### config.mk
export PLATFORM = sky130hd
export DESIGN_NAME = t1rx_top
export DESIGN_NICKNAME = d
export VERILOG_FILES = /design/src/logic/t1rx_pkg.sv /design/src/logic/t1rx_top.sv /design/src/logic/t1rx_sync.sv
export SDC_FILE = /design/constraint.sdc
export NUM_CORES = 1
export LEC_CHECK = 0
export BUFFER_PORTS_ARGS = -buffer_cell sky130_fd_sc_hd__buf_2
export CORE_UTILIZATION = 45
export CTS_CLUSTER_SIZE = 28
export DETAILED_ROUTE_END_ITERATION = 12
export SYNTH_ARGS = -nofsm -noshare
export SYNTH_HDL_FRONTEND = slang
export SYNTH_SLANG_ARGS = --single-unit
export TNS_END_PERCENT = 10
### constraint.sdc
create_clock -name clk -period 3.8 [get_ports clk]
set_input_delay 1.14 -clock clk [delete_from_list [all_inputs] [get_ports clk]]
set_output_delay 1.14 -clock clk [all_outputs]
set_load 0.03 [all_outputs]
### src/logic/t1rx_pkg.sv
// Constants, field layouts and carrier types for the T1 receive status and line interface.
// Assumes a single 200 MHz system clock; every line and bus clock arrives as a pin and is sampled.
package t1rx_pkg;

   // ----------------------------------------------------------------
   // System clock and timing
   // ----------------------------------------------------------------
   localparam int CLK_FREQ_HZ = 200_000_000;
   localparam int CLK_PERIOD_NS = 5;
   localparam int BLUE_WINDOW_US = 250;
   localparam int BLUE_WINDOW_CYC = BLUE_WINDOW_US * (CLK_FREQ_HZ / 1_000_000);
   localparam int DEBOUNCE_MIN_MS = 6;
   localparam int DEBOUNCE_MAX_MS = 9;
   localparam int DEBOUNCE_TICK_CYC = (DEBOUNCE_MAX_MS - DEBOUNCE_MIN_MS) * (CLK_FREQ_HZ / 1000);
   localparam int DEBOUNCE_TICKS = DEBOUNCE_MIN_MS / (DEBOUNCE_MAX_MS - DEBOUNCE_MIN_MS) + 1;

   // ----------------------------------------------------------------
   // Frame geometry
   // ----------------------------------------------------------------
   localparam logic [7:0] DS1_LAST_BIT = 8'hC0;
   localparam logic [7:0] FRAME_REF_HIGH = 8'h60;
   localparam int BLUE_FRAMES = 2;
   localparam int SIG_CHANNELS = 24;
   localparam logic [4:0] PHASE_CHANNEL = 5'h03;
   localparam logic [4:0] STATUS2_CHANNEL = 5'h1F;
   localparam logic [4:0] SIG_LOW_FIRST = 5'h04;
   localparam logic [4:0] SIG_LOW_LAST = 5'h0E;
   localparam logic [4:0] SIG_HIGH_FIRST = 5'h10;
   localparam logic [4:0] SIG_HIGH_LAST = 5'h1C;

   // ----------------------------------------------------------------
   // Status word fields and reset values
   // ----------------------------------------------------------------
   localparam int MS2_BLUE_BIT = 7;
   localparam int MS2_WRAP_BIT = 6;
   localparam int MS2_EXT_BIT = 5;
   localparam int MS2_VIOL_HI_BIT = 4;
   localparam int MS2_VIOL_LO_BIT = 3;
   localparam int MS2_CRC_LSB = 0;
   localparam int VIOL_HI_SRC = 7;
   localparam int VIOL_LO_SRC = 6;
   localparam logic [7:0] PHASE_WRAP_HI = 8'hC0;
   localparam logic [7:0] PHASE_WRAP_LO = 8'h40;
   localparam logic [7:0] PHASE_RESET = 8'h00;
   localparam logic [7:0] VIOL_RESET = 8'h00;
   localparam logic [2:0] CRC_RESET = 3'h0;
   localparam logic [3:0] SIG_RESET = 4'h0;
   localparam logic [3:0] SIG_UNUSED_HI = 4'h0;

   // ----------------------------------------------------------------
   // Carriers
   // ----------------------------------------------------------------
   typedef struct packed {
      logic valid;
      logic [4:0] channel;
      logic [3:0] abcd;
   } t1rx_sig_update_s;

   typedef struct packed {
      logic esf_mode;
      logic sync_lost;
      logic terminal_sync_lost;
      logic frame_align;
      logic crc_error;
      logic debounce_enable;
   } t1rx_framer_s;

endpackage

### src/logic/t1rx_top.sv
// T1 receive status reporting and line interface: control stream, phase, signalling, AMI pins.
// Assumes the framer supplies sync state, frame alignment, CRC errors and signalling on clk.
//
// Behaviour
// - Blue alarm sets on two all-ones frames while out of frame; zero in 250us clears.
// - Wrap bit toggles when phase reading passes 31/7 upward or 0/0 downward.
// - Status-two bit 5 mirrors external scan pin, sampled once per bus frame.
// - Violation tally bits toggle every 128 and every 64 counted violations.
// - Three-bit checksum error tally wraps at terminal count; meaningful in ESF only.
// - Status-two word goes out in control stream channel 31.
// - Phase word in channel 3: bus channel and bit from frame pulse to reference rise.
// - Per-channel status words carry zeros in 7-4 and A,B,C,D in 3-0.
// - With debounce enabled, signalling changes are reported after 6 to 9 ms stability.
// - Signalling stored per channel and repeated every bus frame with newest values.
// - In ESF all four bits valid; reporting frozen while synchronization is lost.
// - In D3/D4 only A,B valid; frozen while terminal frame sync is lost.
// - Recovered clock divided by 193, frame aligned, output as 8 kHz reference.
// - Two unipolar transmit outputs carry positive and negative AMI pulses.
// - Front-end gives split-phase pair and their NAND; NRZ holds pair high.
// - All three receive inputs sampled on falling edge of recovered clock.
`timescale 1ns/1ps
`default_nettype none
module t1rx_top
   import t1rx_pkg::*;
#(
   parameter int BLUE_WINDOW_CYCLES = BLUE_WINDOW_CYC,
   parameter int DEBOUNCE_TICK_CYCLES = DEBOUNCE_TICK_CYC
) (
   // Clock and reset
   input wire logic clk,
   input wire logic rst,
   // System bus pins
   input wire logic bus_clock_in,
   input wire logic frame_pulse_n_in,
   output logic control_stream_out,
   // Line pins
   input wire logic transmit_clock_in,
   input wire logic recovered_clock_in,
   input wire logic rx_positive_pulse_n,
   input wire logic rx_negative_pulse_n,
   input wire logic rx_combined_in,
   output logic tx_positive_pulse,
   output logic tx_negative_pulse,
   output logic frame_reference_out,
   // Scan point
   input wire logic external_scan_input,
   // Framer side
   input wire t1rx_framer_s framer,
   input wire t1rx_sig_update_s sig_update,
   input wire logic tx_data_in,
   output logic rx_data_out,
   output logic rx_bit_strobe
);

   localparam int DBW = $clog2(DEBOUNCE_TICK_CYCLES + 1);
   localparam int BWW = $clog2(BLUE_WINDOW_CYCLES + 1);

   // ----------------------------------------------------------------
   // Pin synchronisers and edge detection
   // ----------------------------------------------------------------
   logic [7:0] pins_sync;
   logic bus_clk_s;
   logic frame_n_s;
   logic tx_clk_s;
   logic rec_clk_s;
   logic rx_pos_n_s;
   logic rx_neg_n_s;
   logic rx_comb_s;
   logic ext_s;
   logic bus_clk_prev_q;
   logic tx_clk_prev_q;
   logic rec_clk_prev_q;
   logic bus_rise;
   logic tx_rise;
   logic rec_fall;

   t1rx_sync #(
      .WIDTH(8)
   ) u_sync (
      .clk(clk),
      .rst(rst),
      .async_in({bus_clock_in, frame_pulse_n_in, transmit_clock_in, recovered_clock_in,
                 rx_positive_pulse_n, rx_negative_pulse_n, rx_combined_in, external_scan_input}),
      .sync_out(pins_sync)
   );

   assign {bus_clk_s, frame_n_s, tx_clk_s, rec_clk_s, rx_pos_n_s, rx_neg_n_s, rx_comb_s, ext_s} = pins_sync;

   always_ff @(posedge clk)
   begin
      if (rst)
      begin
         bus_clk_prev_q <= 1'b0;
         tx_clk_prev_q <= 1'b0;
         rec_clk_prev_q <= 1'b0;
      end
      else
      begin
         bus_clk_prev_q <= bus_clk_s;
         tx_clk_prev_q <= tx_clk_s;
         rec_clk_prev_q <= rec_clk_s;
      end
   end

   assign bus_rise = bus_clk_s & ~bus_clk_prev_q;
   assign tx_rise = tx_clk_s & ~tx_clk_prev_q;
   assign rec_fall = ~rec_clk_s & rec_clk_prev_q;

   // ----------------------------------------------------------------
   // Receive sampling and violation counting
   // ----------------------------------------------------------------
   logic mark_pos;
   logic mark_neg;
   logic last_neg_q;
   logic violation;
   logic [7:0] viol_cnt_q;

   // Split-phase inputs are active low; an NRZ feed holds both high and never counts
   assign mark_pos = ~rx_pos_n_s;
   assign mark_neg = ~rx_neg_n_s;
   assign violation = rec_fall & ((mark_pos & ~mark_neg & ~last_neg_q) | (mark_neg & ~mark_pos & last_neg_q));

   always_ff @(posedge clk)
   begin
      if (rst)
      begin
         last_neg_q <= 1'b0;
         viol_cnt_q <= VIOL_RESET;
         rx_data_out <= 1'b0;
         rx_bit_strobe <= 1'b0;
      end
      else
      begin
         rx_bit_strobe <= rec_fall;
         if (rec_fall)
         begin
            rx_data_out <= rx_comb_s;
            if (mark_pos ^ mark_neg)
            begin
               last_neg_q <= mark_neg;
            end
         end
         if (violation)
         begin
            viol_cnt_q <= viol_cnt_q + 8'h01;
         end
      end
   end

   // ----------------------------------------------------------------
   // Frame reference divider
   // ----------------------------------------------------------------
   logic [7:0] div_q;
   logic [7:0] div_d;
   logic align_pend_q;
   logic ref_rise;

   always_comb
   begin
      if (align_pend_q || framer.frame_align || div_q == DS1_LAST_BIT)
      begin
         div_d = 8'h00;
      end
      else
      begin
         div_d = div_q + 8'h01;
      end
   end

   assign ref_rise = rec_fall & (div_d == 8'h00);

   always_ff @(posedge clk)
   begin
      if (rst)
      begin
         div_q <= 8'h00;
         align_pend_q <= 1'b0;
         frame_reference_out <= 1'b0;
      end
      else
      begin
         // Alignment is held until the next line bit so it cannot fall between edges
         if (rec_fall)
         begin
            div_q <= div_d;
            align_pend_q <= 1'b0;
            frame_reference_out <= (div_d < FRAME_REF_HIGH);
         end
         else if (framer.frame_align)
         begin
            align_pend_q <= 1'b1;
         end
      end
   end

   // ----------------------------------------------------------------
   // Blue alarm
   // ----------------------------------------------------------------
   logic frame_ones_q;
   logic [1:0] ones_frames_q;
   logic [BWW-1:0] win_cnt_q;
   logic zero_seen_q;
   logic win_end;
   logic blue_set;
   logic blue_clr;
   logic blue_q;

   assign win_end = (win_cnt_q == BWW'(BLUE_WINDOW_CYCLES - 1));
   assign blue_set = (ones_frames_q == 2'(BLUE_FRAMES)) & framer.sync_lost;
   assign blue_clr = win_end & (zero_seen_q | (rec_fall & ~rx_comb_s));

   always_ff @(posedge clk)
   begin
      if (rst)
      begin
         frame_ones_q <= 1'b1;
         ones_frames_q <= 2'h0;
         win_cnt_q <= '0;
         zero_seen_q <= 1'b0;
         blue_q <= 1'b0;
      end
      else
      begin
         if (rec_fall)
         begin
            if (div_d == 8'h00)
            begin
               frame_ones_q <= 1'b1;
               if (!(frame_ones_q & rx_comb_s))
               begin
                  ones_frames_q <= 2'h0;
               end
               else if (ones_frames_q != 2'(BLUE_FRAMES))
               begin
                  ones_frames_q <= ones_frames_q + 2'h1;
               end
            end
            else
            begin
               frame_ones_q <= frame_ones_q & rx_comb_s;
            end
         end
         win_cnt_q <= win_end ? '0 : win_cnt_q + BWW'(1);
         zero_seen_q <= ~win_end & (zero_seen_q | (rec_fall & ~rx_comb_s));
         // A fresh set outranks the window clear in the same cycle
         blue_q <= blue_set | (blue_q & ~blue_clr);
      end
   end

   // ----------------------------------------------------------------
   // Bus timing, phase reading and scan point
   // ----------------------------------------------------------------
   logic [7:0] bus_bit_q;
   logic [7:0] bus_bit_d;
   logic [7:0] phase_q;
   logic wrap_q;
   logic ext_q;
   logic [2:0] crc_cnt_q;

   assign bus_bit_d = frame_n_s ? bus_bit_q + 8'h01 : 8'h00;

   always_ff @(posedge clk)
   begin
      if (rst)
      begin
         bus_bit_q <= 8'h00;
         ext_q <= 1'b0;
      end
      else if (bus_rise)
      begin
         bus_bit_q <= bus_bit_d;
         if (!frame_n_s)
         begin
            ext_q <= ext_s;
         end
      end
   end

   always_ff @(posedge clk)
   begin
      if (rst)
      begin
         phase_q <= PHASE_RESET;
         wrap_q <= 1'b0;
      end
      else if (ref_rise)
      begin
         phase_q <= bus_bit_q;
         // Readings jump by far less than half a frame, so a big step means a wrap
         if ((phase_q >= PHASE_WRAP_HI && bus_bit_q < PHASE_WRAP_LO) ||
             (phase_q < PHASE_WRAP_LO && bus_bit_q >= PHASE_WRAP_HI))
         begin
            wrap_q <= ~wrap_q;
         end
      end
   end

   always_ff @(posedge clk)
   begin
      if (rst)
      begin
         crc_cnt_q <= CRC_RESET;
      end
      else if (framer.crc_error && framer.esf_mode)
      begin
         crc_cnt_q <= crc_cnt_q + 3'h1;
      end
   end

   // ----------------------------------------------------------------
   // Signalling storage, freeze and debounce
   // ----------------------------------------------------------------
   logic freeze;
   logic [3:0] sig_value;
   logic [DBW-1:0] db_cnt_q;
   logic db_tick;
   logic [3:0] reported_q [SIG_CHANNELS];

   assign freeze = framer.esf_mode ? framer.sync_lost : framer.terminal_sync_lost;
   assign sig_value = framer.esf_mode ? sig_update.abcd : {sig_update.abcd[3:2], 2'b00};
   assign db_tick = (db_cnt_q == DBW'(DEBOUNCE_TICK_CYCLES - 1));

   always_ff @(posedge clk)
   begin
      if (rst)
      begin
         db_cnt_q <= '0;
      end
      else
      begin
         db_cnt_q <= db_tick ? '0 : db_cnt_q + DBW'(1);
      end
   end

   genvar ch;
   generate
      for (ch = 0; ch < SIG_CHANNELS; ch++)
      begin : g_sig
         logic [3:0] cand_q;
         logic [1:0] stable_q;
         logic hit;

         assign hit = sig_update.valid & (sig_update.channel == 5'(ch)) & ~freeze;

         always_ff @(posedge clk)
         begin
            if (rst)
            begin
               reported_q[ch] <= SIG_RESET;
               cand_q <= SIG_RESET;
               stable_q <= 2'h0;
            end
            else if (!framer.debounce_enable)
            begin
               cand_q <= hit ? sig_value : reported_q[ch];
               stable_q <= 2'h0;
               if (hit)
               begin
                  reported_q[ch] <= sig_value;
               end
            end
            else if (hit && sig_value != cand_q)
            begin
               cand_q <= sig_value;
               stable_q <= 2'h0;
            end
            else if (db_tick && !freeze && cand_q != reported_q[ch])
            begin
               // Three tick boundaries after a change span 6 to 9 ms
               if (stable_q == 2'(DEBOUNCE_TICKS - 1))
               begin
                  reported_q[ch] <= cand_q;
                  stable_q <= 2'h0;
               end
               else
               begin
                  stable_q <= stable_q + 2'h1;
               end
            end
         end
      end
   endgenerate

   // ----------------------------------------------------------------
   // Control stream serialiser
   // ----------------------------------------------------------------
   logic [7:0] status_two;
   logic [7:0] slot_word;
   logic [4:0] slot_chan;
   logic [4:0] sig_idx;

   always_comb
   begin
      status_two = 8'h00;
      status_two[MS2_BLUE_BIT] = blue_q;
      status_two[MS2_WRAP_BIT] = wrap_q;
      status_two[MS2_EXT_BIT] = ext_q;
      status_two[MS2_VIOL_HI_BIT] = viol_cnt_q[VIOL_HI_SRC];
      status_two[MS2_VIOL_LO_BIT] = viol_cnt_q[VIOL_LO_SRC];
      status_two[MS2_CRC_LSB +: 3] = crc_cnt_q;
   end

   assign slot_chan = bus_bit_d[7:3];

   always_comb
   begin
      sig_idx = 5'h00;
      slot_word = 8'h00;
      if (slot_chan == PHASE_CHANNEL)
      begin
         slot_word = phase_q;
      end
      else if (slot_chan == STATUS2_CHANNEL)
      begin
         slot_word = status_two;
      end
      else if (slot_chan >= SIG_LOW_FIRST && slot_chan <= SIG_LOW_LAST)
      begin
         sig_idx = slot_chan - SIG_LOW_FIRST;
         slot_word = {SIG_UNUSED_HI, reported_q[sig_idx]};
      end
      else if (slot_chan >= SIG_HIGH_FIRST && slot_chan <= SIG_HIGH_LAST)
      begin
         sig_idx = slot_chan - SIG_HIGH_FIRST + (SIG_LOW_LAST - SIG_LOW_FIRST + 5'h01);
         slot_word = {SIG_UNUSED_HI, reported_q[sig_idx]};
      end
   end

   always_ff @(posedge clk)
   begin
      if (rst)
      begin
         control_stream_out <= 1'b0;
      end
      else if (bus_rise)
      begin
         control_stream_out <= slot_word[~bus_bit_d[2:0]];
      end
   end

   // ----------------------------------------------------------------
   // AMI transmit encoder
   // ----------------------------------------------------------------
   logic next_neg_q;

   always_ff @(posedge clk)
   begin
      if (rst)
      begin
         tx_positive_pulse <= 1'b0;
         tx_negative_pulse <= 1'b0;
         next_neg_q <= 1'b0;
      end
      else if (tx_rise)
      begin
         tx_positive_pulse <= tx_data_in & ~next_neg_q;
         tx_negative_pulse <= tx_data_in & next_neg_q;
         if (tx_data_in)
         begin
            next_neg_q <= ~next_neg_q;
         end
      end
   end

endmodule // t1rx_top
`default_nettype wire

### src/logic/t1rx_sync.sv
// Two flip-flop synchroniser bank for pins and foreign clocks.
// Assumes each bit is an independent level; no multi-bit coherence is given.
`timescale 1ns/1ps
`default_nettype none
module t1rx_sync #(
   parameter int WIDTH = 1
) (
   // Clock and reset
   input wire logic clk,
   input wire logic rst,
   // Data
   input wire logic [WIDTH-1:0] async_in,
   output logic [WIDTH-1:0] sync_out
);

   logic [WIDTH-1:0] meta_q;

   always_ff @(posedge clk)
   begin
      if (rst)
      begin
         meta_q <= '0;
         sync_out <= '0;
      end
      else
      begin
         meta_q <= async_in;
         sync_out <= meta_q;
      end
   end

endmodule // t1rx_sync
`default_nettype wire

# Yosys cells after proc, flatten, opt, wreduce, memory -nomap -nowiden
# Memory sizes are Yosys's and may differ from the RTL's.
# Cells that the tools add are included.
# word_totals
reg_bits	250
mem_bits_rw	96
in_bits	27
output_inout_bits	6
word_cells	870
n_memories	1
# memory_table
name	depth	word_bits	read_ports	rd_clocked_by_memory_dff	wr	line_no	text
reported_q	24	4	26	0	24	t1rx_top.sv:317	logic [3:0] reported_q [SIG_CHANNELS];
# op_classes
add_sub_neg	34
magnitude_cmp	10
eq_ne	127
muxes	399
n_bitwise	132
reduce_logical	92
# op_table
cell	count
$mux 4	122
$mux 1	245
$ne 4x4->1	48
$reduce_or 3->1	24
$and 1x1->1	65
$logic_and 1x1->1	54
$mux 2	27
$or 1x1->1	51
$add 2x1->2 const B	25
$eq 2x2->1 const B	25
$ne 2x1->1 const B	25
$eq 5x5->1 const B	9
$eq 5x4->1 const B	8
$mux 8	4
$add 8x1->8 const B	3
$lt 8x7->1 const B	3
$add 20x1->20 const B	1
$eq 20x20->1 const B	1
$eq 5x3->1 const B	4
$add 16x1->16 const B	1
$eq 16x16->1 const B	1
$ge 8x8->1 const B	2
$eq 5x2->1 const B	3
$not 1->1	14
other kinds (22)	29

# Longest topological paths before layout
# An unclocked memory read counts as a cell.
# logic_depth
ltp_word	11
ltp_mapped	16
depth_no_buf	14

# Hierarchy
# A second synthesis with hierarchy kept.
# unflattened
cells_unflattened	2259
hier_area_um2	20318.2
# modules_own_cells
module	n_inst	cells_per_inst	area_per_inst_um2	seq_area_each_um2
t1rx_top	1	2226	19854.0	7567.3
t1rx_sync	1	33	464.2	320.3

# Least setup slack after synthesis
# No wires, ideal clock.
# synth_timing
path_type	input to register
startpoint	in framer[5] (netlist bit)
endpoint	mem reported_q[14][0], enable pin
setup_ns	0.273
arrival_time_ns	3.609
t_required_ns	3.527
path_slack_ns	-0.082
cell_stages	10
path_buffers	2
path_cell_list	clkbuf_1 > mux2_2 > nor3b_2 > and3_1 > clkbuf_1 > nand2_1 > o21ai_1 > nand2b_1 > nor4b_1 > or3_1
# synth_rtl
element	line_no	text
start, declared	t1rx_top.sv:48	input wire t1rx_framer_s framer,
end, declared	t1rx_top.sv:317	

# Worst setup path after layout
# layout_timing
startpoint	reg bus_bit_q[0]
endpoint	reg control_stream_out
# layout_via
elab_chain_cells	11
word_cells_on_any_way	21
classes_between	add/sub (4); order compare (4); eq/ne (2); mux (7); bitwise (1); reduce/logical (2); memory (1)
# layout_rtl
element	line_no	text
start, declared	t1rx_top.sv:253	logic [7:0] bus_bit_q;
start signal, assigned	t1rx_top.sv:271	bus_bit_q <= bus_bit_d;
$add 8x1->8 (*)	t1rx_top.sv:260	assign bus_bit_d = frame_n_s ? bus_bit_q + 8'h01 : 8'h00;
$mux 8 (*)	t1rx_top.sv:260	
$sub 5x5->5	t1rx_top.sv:424	sig_idx = slot_chan - SIG_HIGH_FIRST + (SIG_LOW_LAST - SIG_LOW_FIRST + 5'h01);
$add 5x4->5	t1rx_top.sv:424	
$mem_v2 24x4	--	
$mux 4	t1rx_top.sv:422	else if (slot_chan >= SIG_HIGH_FIRST && slot_chan <= SIG_HIGH_LAST)
$mux 4	t1rx_top.sv:417	else if (slot_chan >= SIG_LOW_FIRST && slot_chan <= SIG_LOW_LAST)
$mux 8	t1rx_top.sv:413	else if (slot_chan == STATUS2_CHANNEL)
$mux 8	t1rx_top.sv:409	if (slot_chan == PHASE_CHANNEL)
$bmux 1 s3 (*)	t1rx_top.sv:437	control_stream_out <= slot_word[~bus_bit_d[2:0]];
$mux 1 (not written as such) (*)	t1rx_top.sv:437	
end signal, assigned	t1rx_top.sv:437	
end, declared	t1rx_top.sv:35	output logic control_stream_out,
# Every way passes the cells marked *; elsewhere a longest branch is shown, timed or not. The select of a mux whose other input is x is not followed.
# A chain may end at the register's enable or synchronous reset.

==> results.json <==
{
  "status": "finished clean",
  "syn_nets": 2212,
  "cts_tree": "built",
  "fmax_mhz": 284,
  "drv_slew": 0,
  "worstHoldPathCells": 1,
  "cts_resized": 0,
  "dp_hpwl_um": 41900,
  "worst_path_max_delay_cell": "ha_1",
  "dpl-instance-area_sq_mm": 0.0215,
  "grt_use_met2_pct": 41.4,
  "rows": 76,
  "setup.reg_to_reg.worst_slack_ns": 0.28,
  "synth_cell_type_count": 81,
  "core_sq_mm": 0.0433,
  "final_cell_count_no_fill": 2892,
  "switching_share_pct": 26.1,
  "power_density_mw_per_mm2": 399,
  "clock_skew_ns": 0.0233,
  "ys_top_cells_by_area": "dfxtp_1 25%, edfxtp_1 15%, xnor2_1 7.3%, mux2i_1 5.0%, nor2_1 4.8%",
  "finalWirelength_um": 58900,
  "syn_area_per_cell_sq_um": 9.13,
  "nFillCells": 3929,
  "p_comb_share_pct": 9.7,
  "placed_cells": 2813,
  "final_common_cell": "nor2_1",
  "yosys_warnings": 0,
  "ys_async_sr_fraction_pct": 0,
  "crit_path_start_kind": "flip-flop",
  "firstDrtPassIters": 6,
  "pin_count": 33,
  "synth.area.mux_share_pct": 8.70,
  "crit_chain": "ha_1, nand3_2, or3_1, and2_1, nand2b_2, ha_1, inv_1, nor4_1, o21ai_0, and3_1, nor4b_1, o41ai_2",
  "cts_inserted_buffers": 43,
  "die_w_um": 212,
  "drive_gt1_share_pct": 13.6,
  "finalSetupViolCount": 0,
  "insertion_delay_ns": 0.58,
  "hp-class": "reg2reg",
  "use_met1_pct": 36.7,
  "grtUsageTotal_pct": 26.4,
  "synth_area_sq_mm": 0.0198,
  "synthAdderAreaFrac_pct": 1.07,
  "synth-compound-area-share_pct": 16.8,
  "p_switching_mw": 2.39,
  "synth_flop_cell": "dfxtp_1",
  "synth_xor_area_share_pct": 10.8,
  "cp-end-kind": "flip-flop",
  "grt_pass1_wl_um": 92300,
  "path_depth": 12,
  "nNetsFinal": 2317,
  "total_power_mw": 9.14,
  "path_delay_family": "simple AND/OR/NAND/NOR gates",
  "syn2layout_area_growth_pct": 15.7,
  "ys_seq_area_share_pct": 39.8,
  "ys_ff_latch": 346,
  "vias_per_cell": 5.99,
  "initialDrtViolationCount": 1464,
  "worst_path_most_repeated_cell": "ha_1",
  "cts_max_path_buffers": 3,
  "drtAntennaViolNets": 0,
  "hold_viol": 0,
  "cts_root_buf": "clkbuf_16",
  "p_clk_share_pct": 44.8,
  "ir_worst_vdd_uv": 313,
  "period_needed_ns": 3.52,
  "finalCritPeriodShare_pct": 92.6,
  "cts_hold_buf": 0,
  "rsz0062_at_grt": "no",
  "setup_tns_ns": 0,
  "path_clk_slew_ns": 0.06,
  "io_buffers": 32,
  "post_drt_wl_per_cell_um": 20.4,
  "worst_ep_arrival_time_ns": 3.97,
  "die_h_um": 212,
  "layout_common_cells": "255 x nor2_1, 250 x dfxtp_1, 216 x nand2_1",
  "netlist_instances": 2168,
  "synth-edff-count": 96,
  "path_max_fanout": 6,
  "vias": 17300,
  "place.gp.congestion": 0.910,
  "synth_top_area_share_pct": 25.3,
  "cap_violations": 0,
  "worst_pin_slew_ns": 0.900,
  "worst_ep_required_time_ns": 4.25,
  "floorplan.initialDensity_pct": 45.8,
  "use_met3_pct": 4.20,
  "cts_setup_buffers": 0,
  "antenna_found_initial": 0,
  "critical_path_class": "reg2reg",
  "synth_top_family_by_area": "simple AND/OR/NAND/NOR gates",
  "p_leak_nw": 8.33,
  "r2r_cells": 12,
  "max_stage_delay_ns": 0.45,
  "grt_max_degree": 62,
  "synthSimpleGateAreaFrac_pct": 20.0,
  "p_seq_share_pct": 45.5,
  "grt-ovfl-total": 0,
  "cts_num_sinks": 346,
  "die_area_sq_mm": 0.0448,
  "grt_pass1_vias": 16400,
  "busiest_layer": "met2",
  "yosys.area.top_type": "dfxtp_1",
  "antenna_cells": 0,
  "post-route-cell-area_sq_mm": 0.0229,
  "drc": 0,
  "htreeDepth": 2,
  "relSlewSlack_pct": 39.6,
  "cp_num_buf_inv": 1,
  "p_int_mw": 6.75
}
-- stage by stage --
step           util [%]  hold WS [ns]  worst slack, ns
5_1_grt            52.9         0.458           0.0728
4_1_cts            52.9         0.443            0.306
3_3_place_gp       49.7         0.417           0.0727
6_report           52.9         0.437            0.281
2_1_floorplan         -         0.414          -0.0583
3_5_place_dp       49.7         0.428           0.0348
-- flip-flops by register name (all words and copies together), names as in the netlist, 2 cells and up --
register,flops
bus_bit_q,8
crc_cnt_q,3
db_cnt_q,20
div_q,8
g_sig.cand_q,96
g_sig.stable_q,48
ones_frames_q,2
phase_q,8
reported_q,96
u_sync.meta_q,8
u_sync.sync_out,8
viol_cnt_q,8
win_cnt_q,16
-- worst paths after layout --
| path | start | to |
|---|---|---|
| max | bus_bit_q[0] | control_stream_out |
| min | u_sync.meta_q[7] | u_sync.sync_out[7] |
| max reg2reg | bus_bit_q[0] | control_stream_out |
| min reg2reg | u_sync.meta_q[7] | u_sync.sync_out[7] |
-- per-layer routing --
layer,up-vias,share of wire [%]
met5,-,0
met4,0,2.9
met3,115,8.2
met2,653,45
met1,8374,44
li1,8175,-
-- synth_stat cells (all sizes together) (35+ instances only) --
cell type    n
dfxtp      250
a21oi      145
nand2      219
or3         44
nor2b       43
a22o        84
xnor2      167
nand4       35
edfxtp      96
clkbuf      83
nand3       38
o21ai       78
nor2       255
xor2        74
a211oi      86
nand4b      41
mux2i      101
-- cell families (layout without fill, tap and decap cells) --
| family | Yosys count | after routing |
|---|---|---|
| flip-flops | 346 | 346 |
| AND/OR/NAND/NOR | 805 | 805 |
| AO/OA/AOI/OAI | 487 | 487 |
| multiplexers | 136 | 136 |
| adder cells (fa/ha/maj) | 17 | 17 |
| buffers and inverters | 136 | 275 |
| XOR/XNOR | 241 | 241 |
-- power groups by stage --
stage | combinational, mW | clock (mW) | sequential [mW]
detailed placement | 0.875 | 0 | 4.22
floorplan | 0.615 | 0 | 4.14
global placement | 0.860 | 0 | 4.22
CTS | 0.881 | 4.17 | 4.14
global route | 0.967 | 4.31 | 4.17
finish | 0.885 | 4.10 | 4.15
-- final cells by class --
type | instances | area [sq um] | share of cell area [%]
Inverter | 22 | 92.6 | 0.404
Clock inverter | 23 | 190 | 0.830
Multi-Input combinational cell | 1686 | 11400 | 49.8
Sequential cell | 346 | 7890 | 34.4
Tap cell | 585 | 732 | 3.20
Timing Repair Buffer | 174 | 1360 | 5.94
Clock buffer | 56 | 1230 | 5.36
-- worst reg2reg max path, stage by stage, from the launching register on --
cell	delay, ns
dfxtp_1	0.33
ha_1	0.19
nand3_2	0.20
or3_1	0.39
and2_1	0.21
nand2b_2	0.26
ha_1	0.45
inv_1	0.12
nor4_1	0.41
o21ai_0	0.15
and3_1	0.21
nor4b_1	0.38
o41ai_2	0.11
Power figures use the tool's default switching activity.
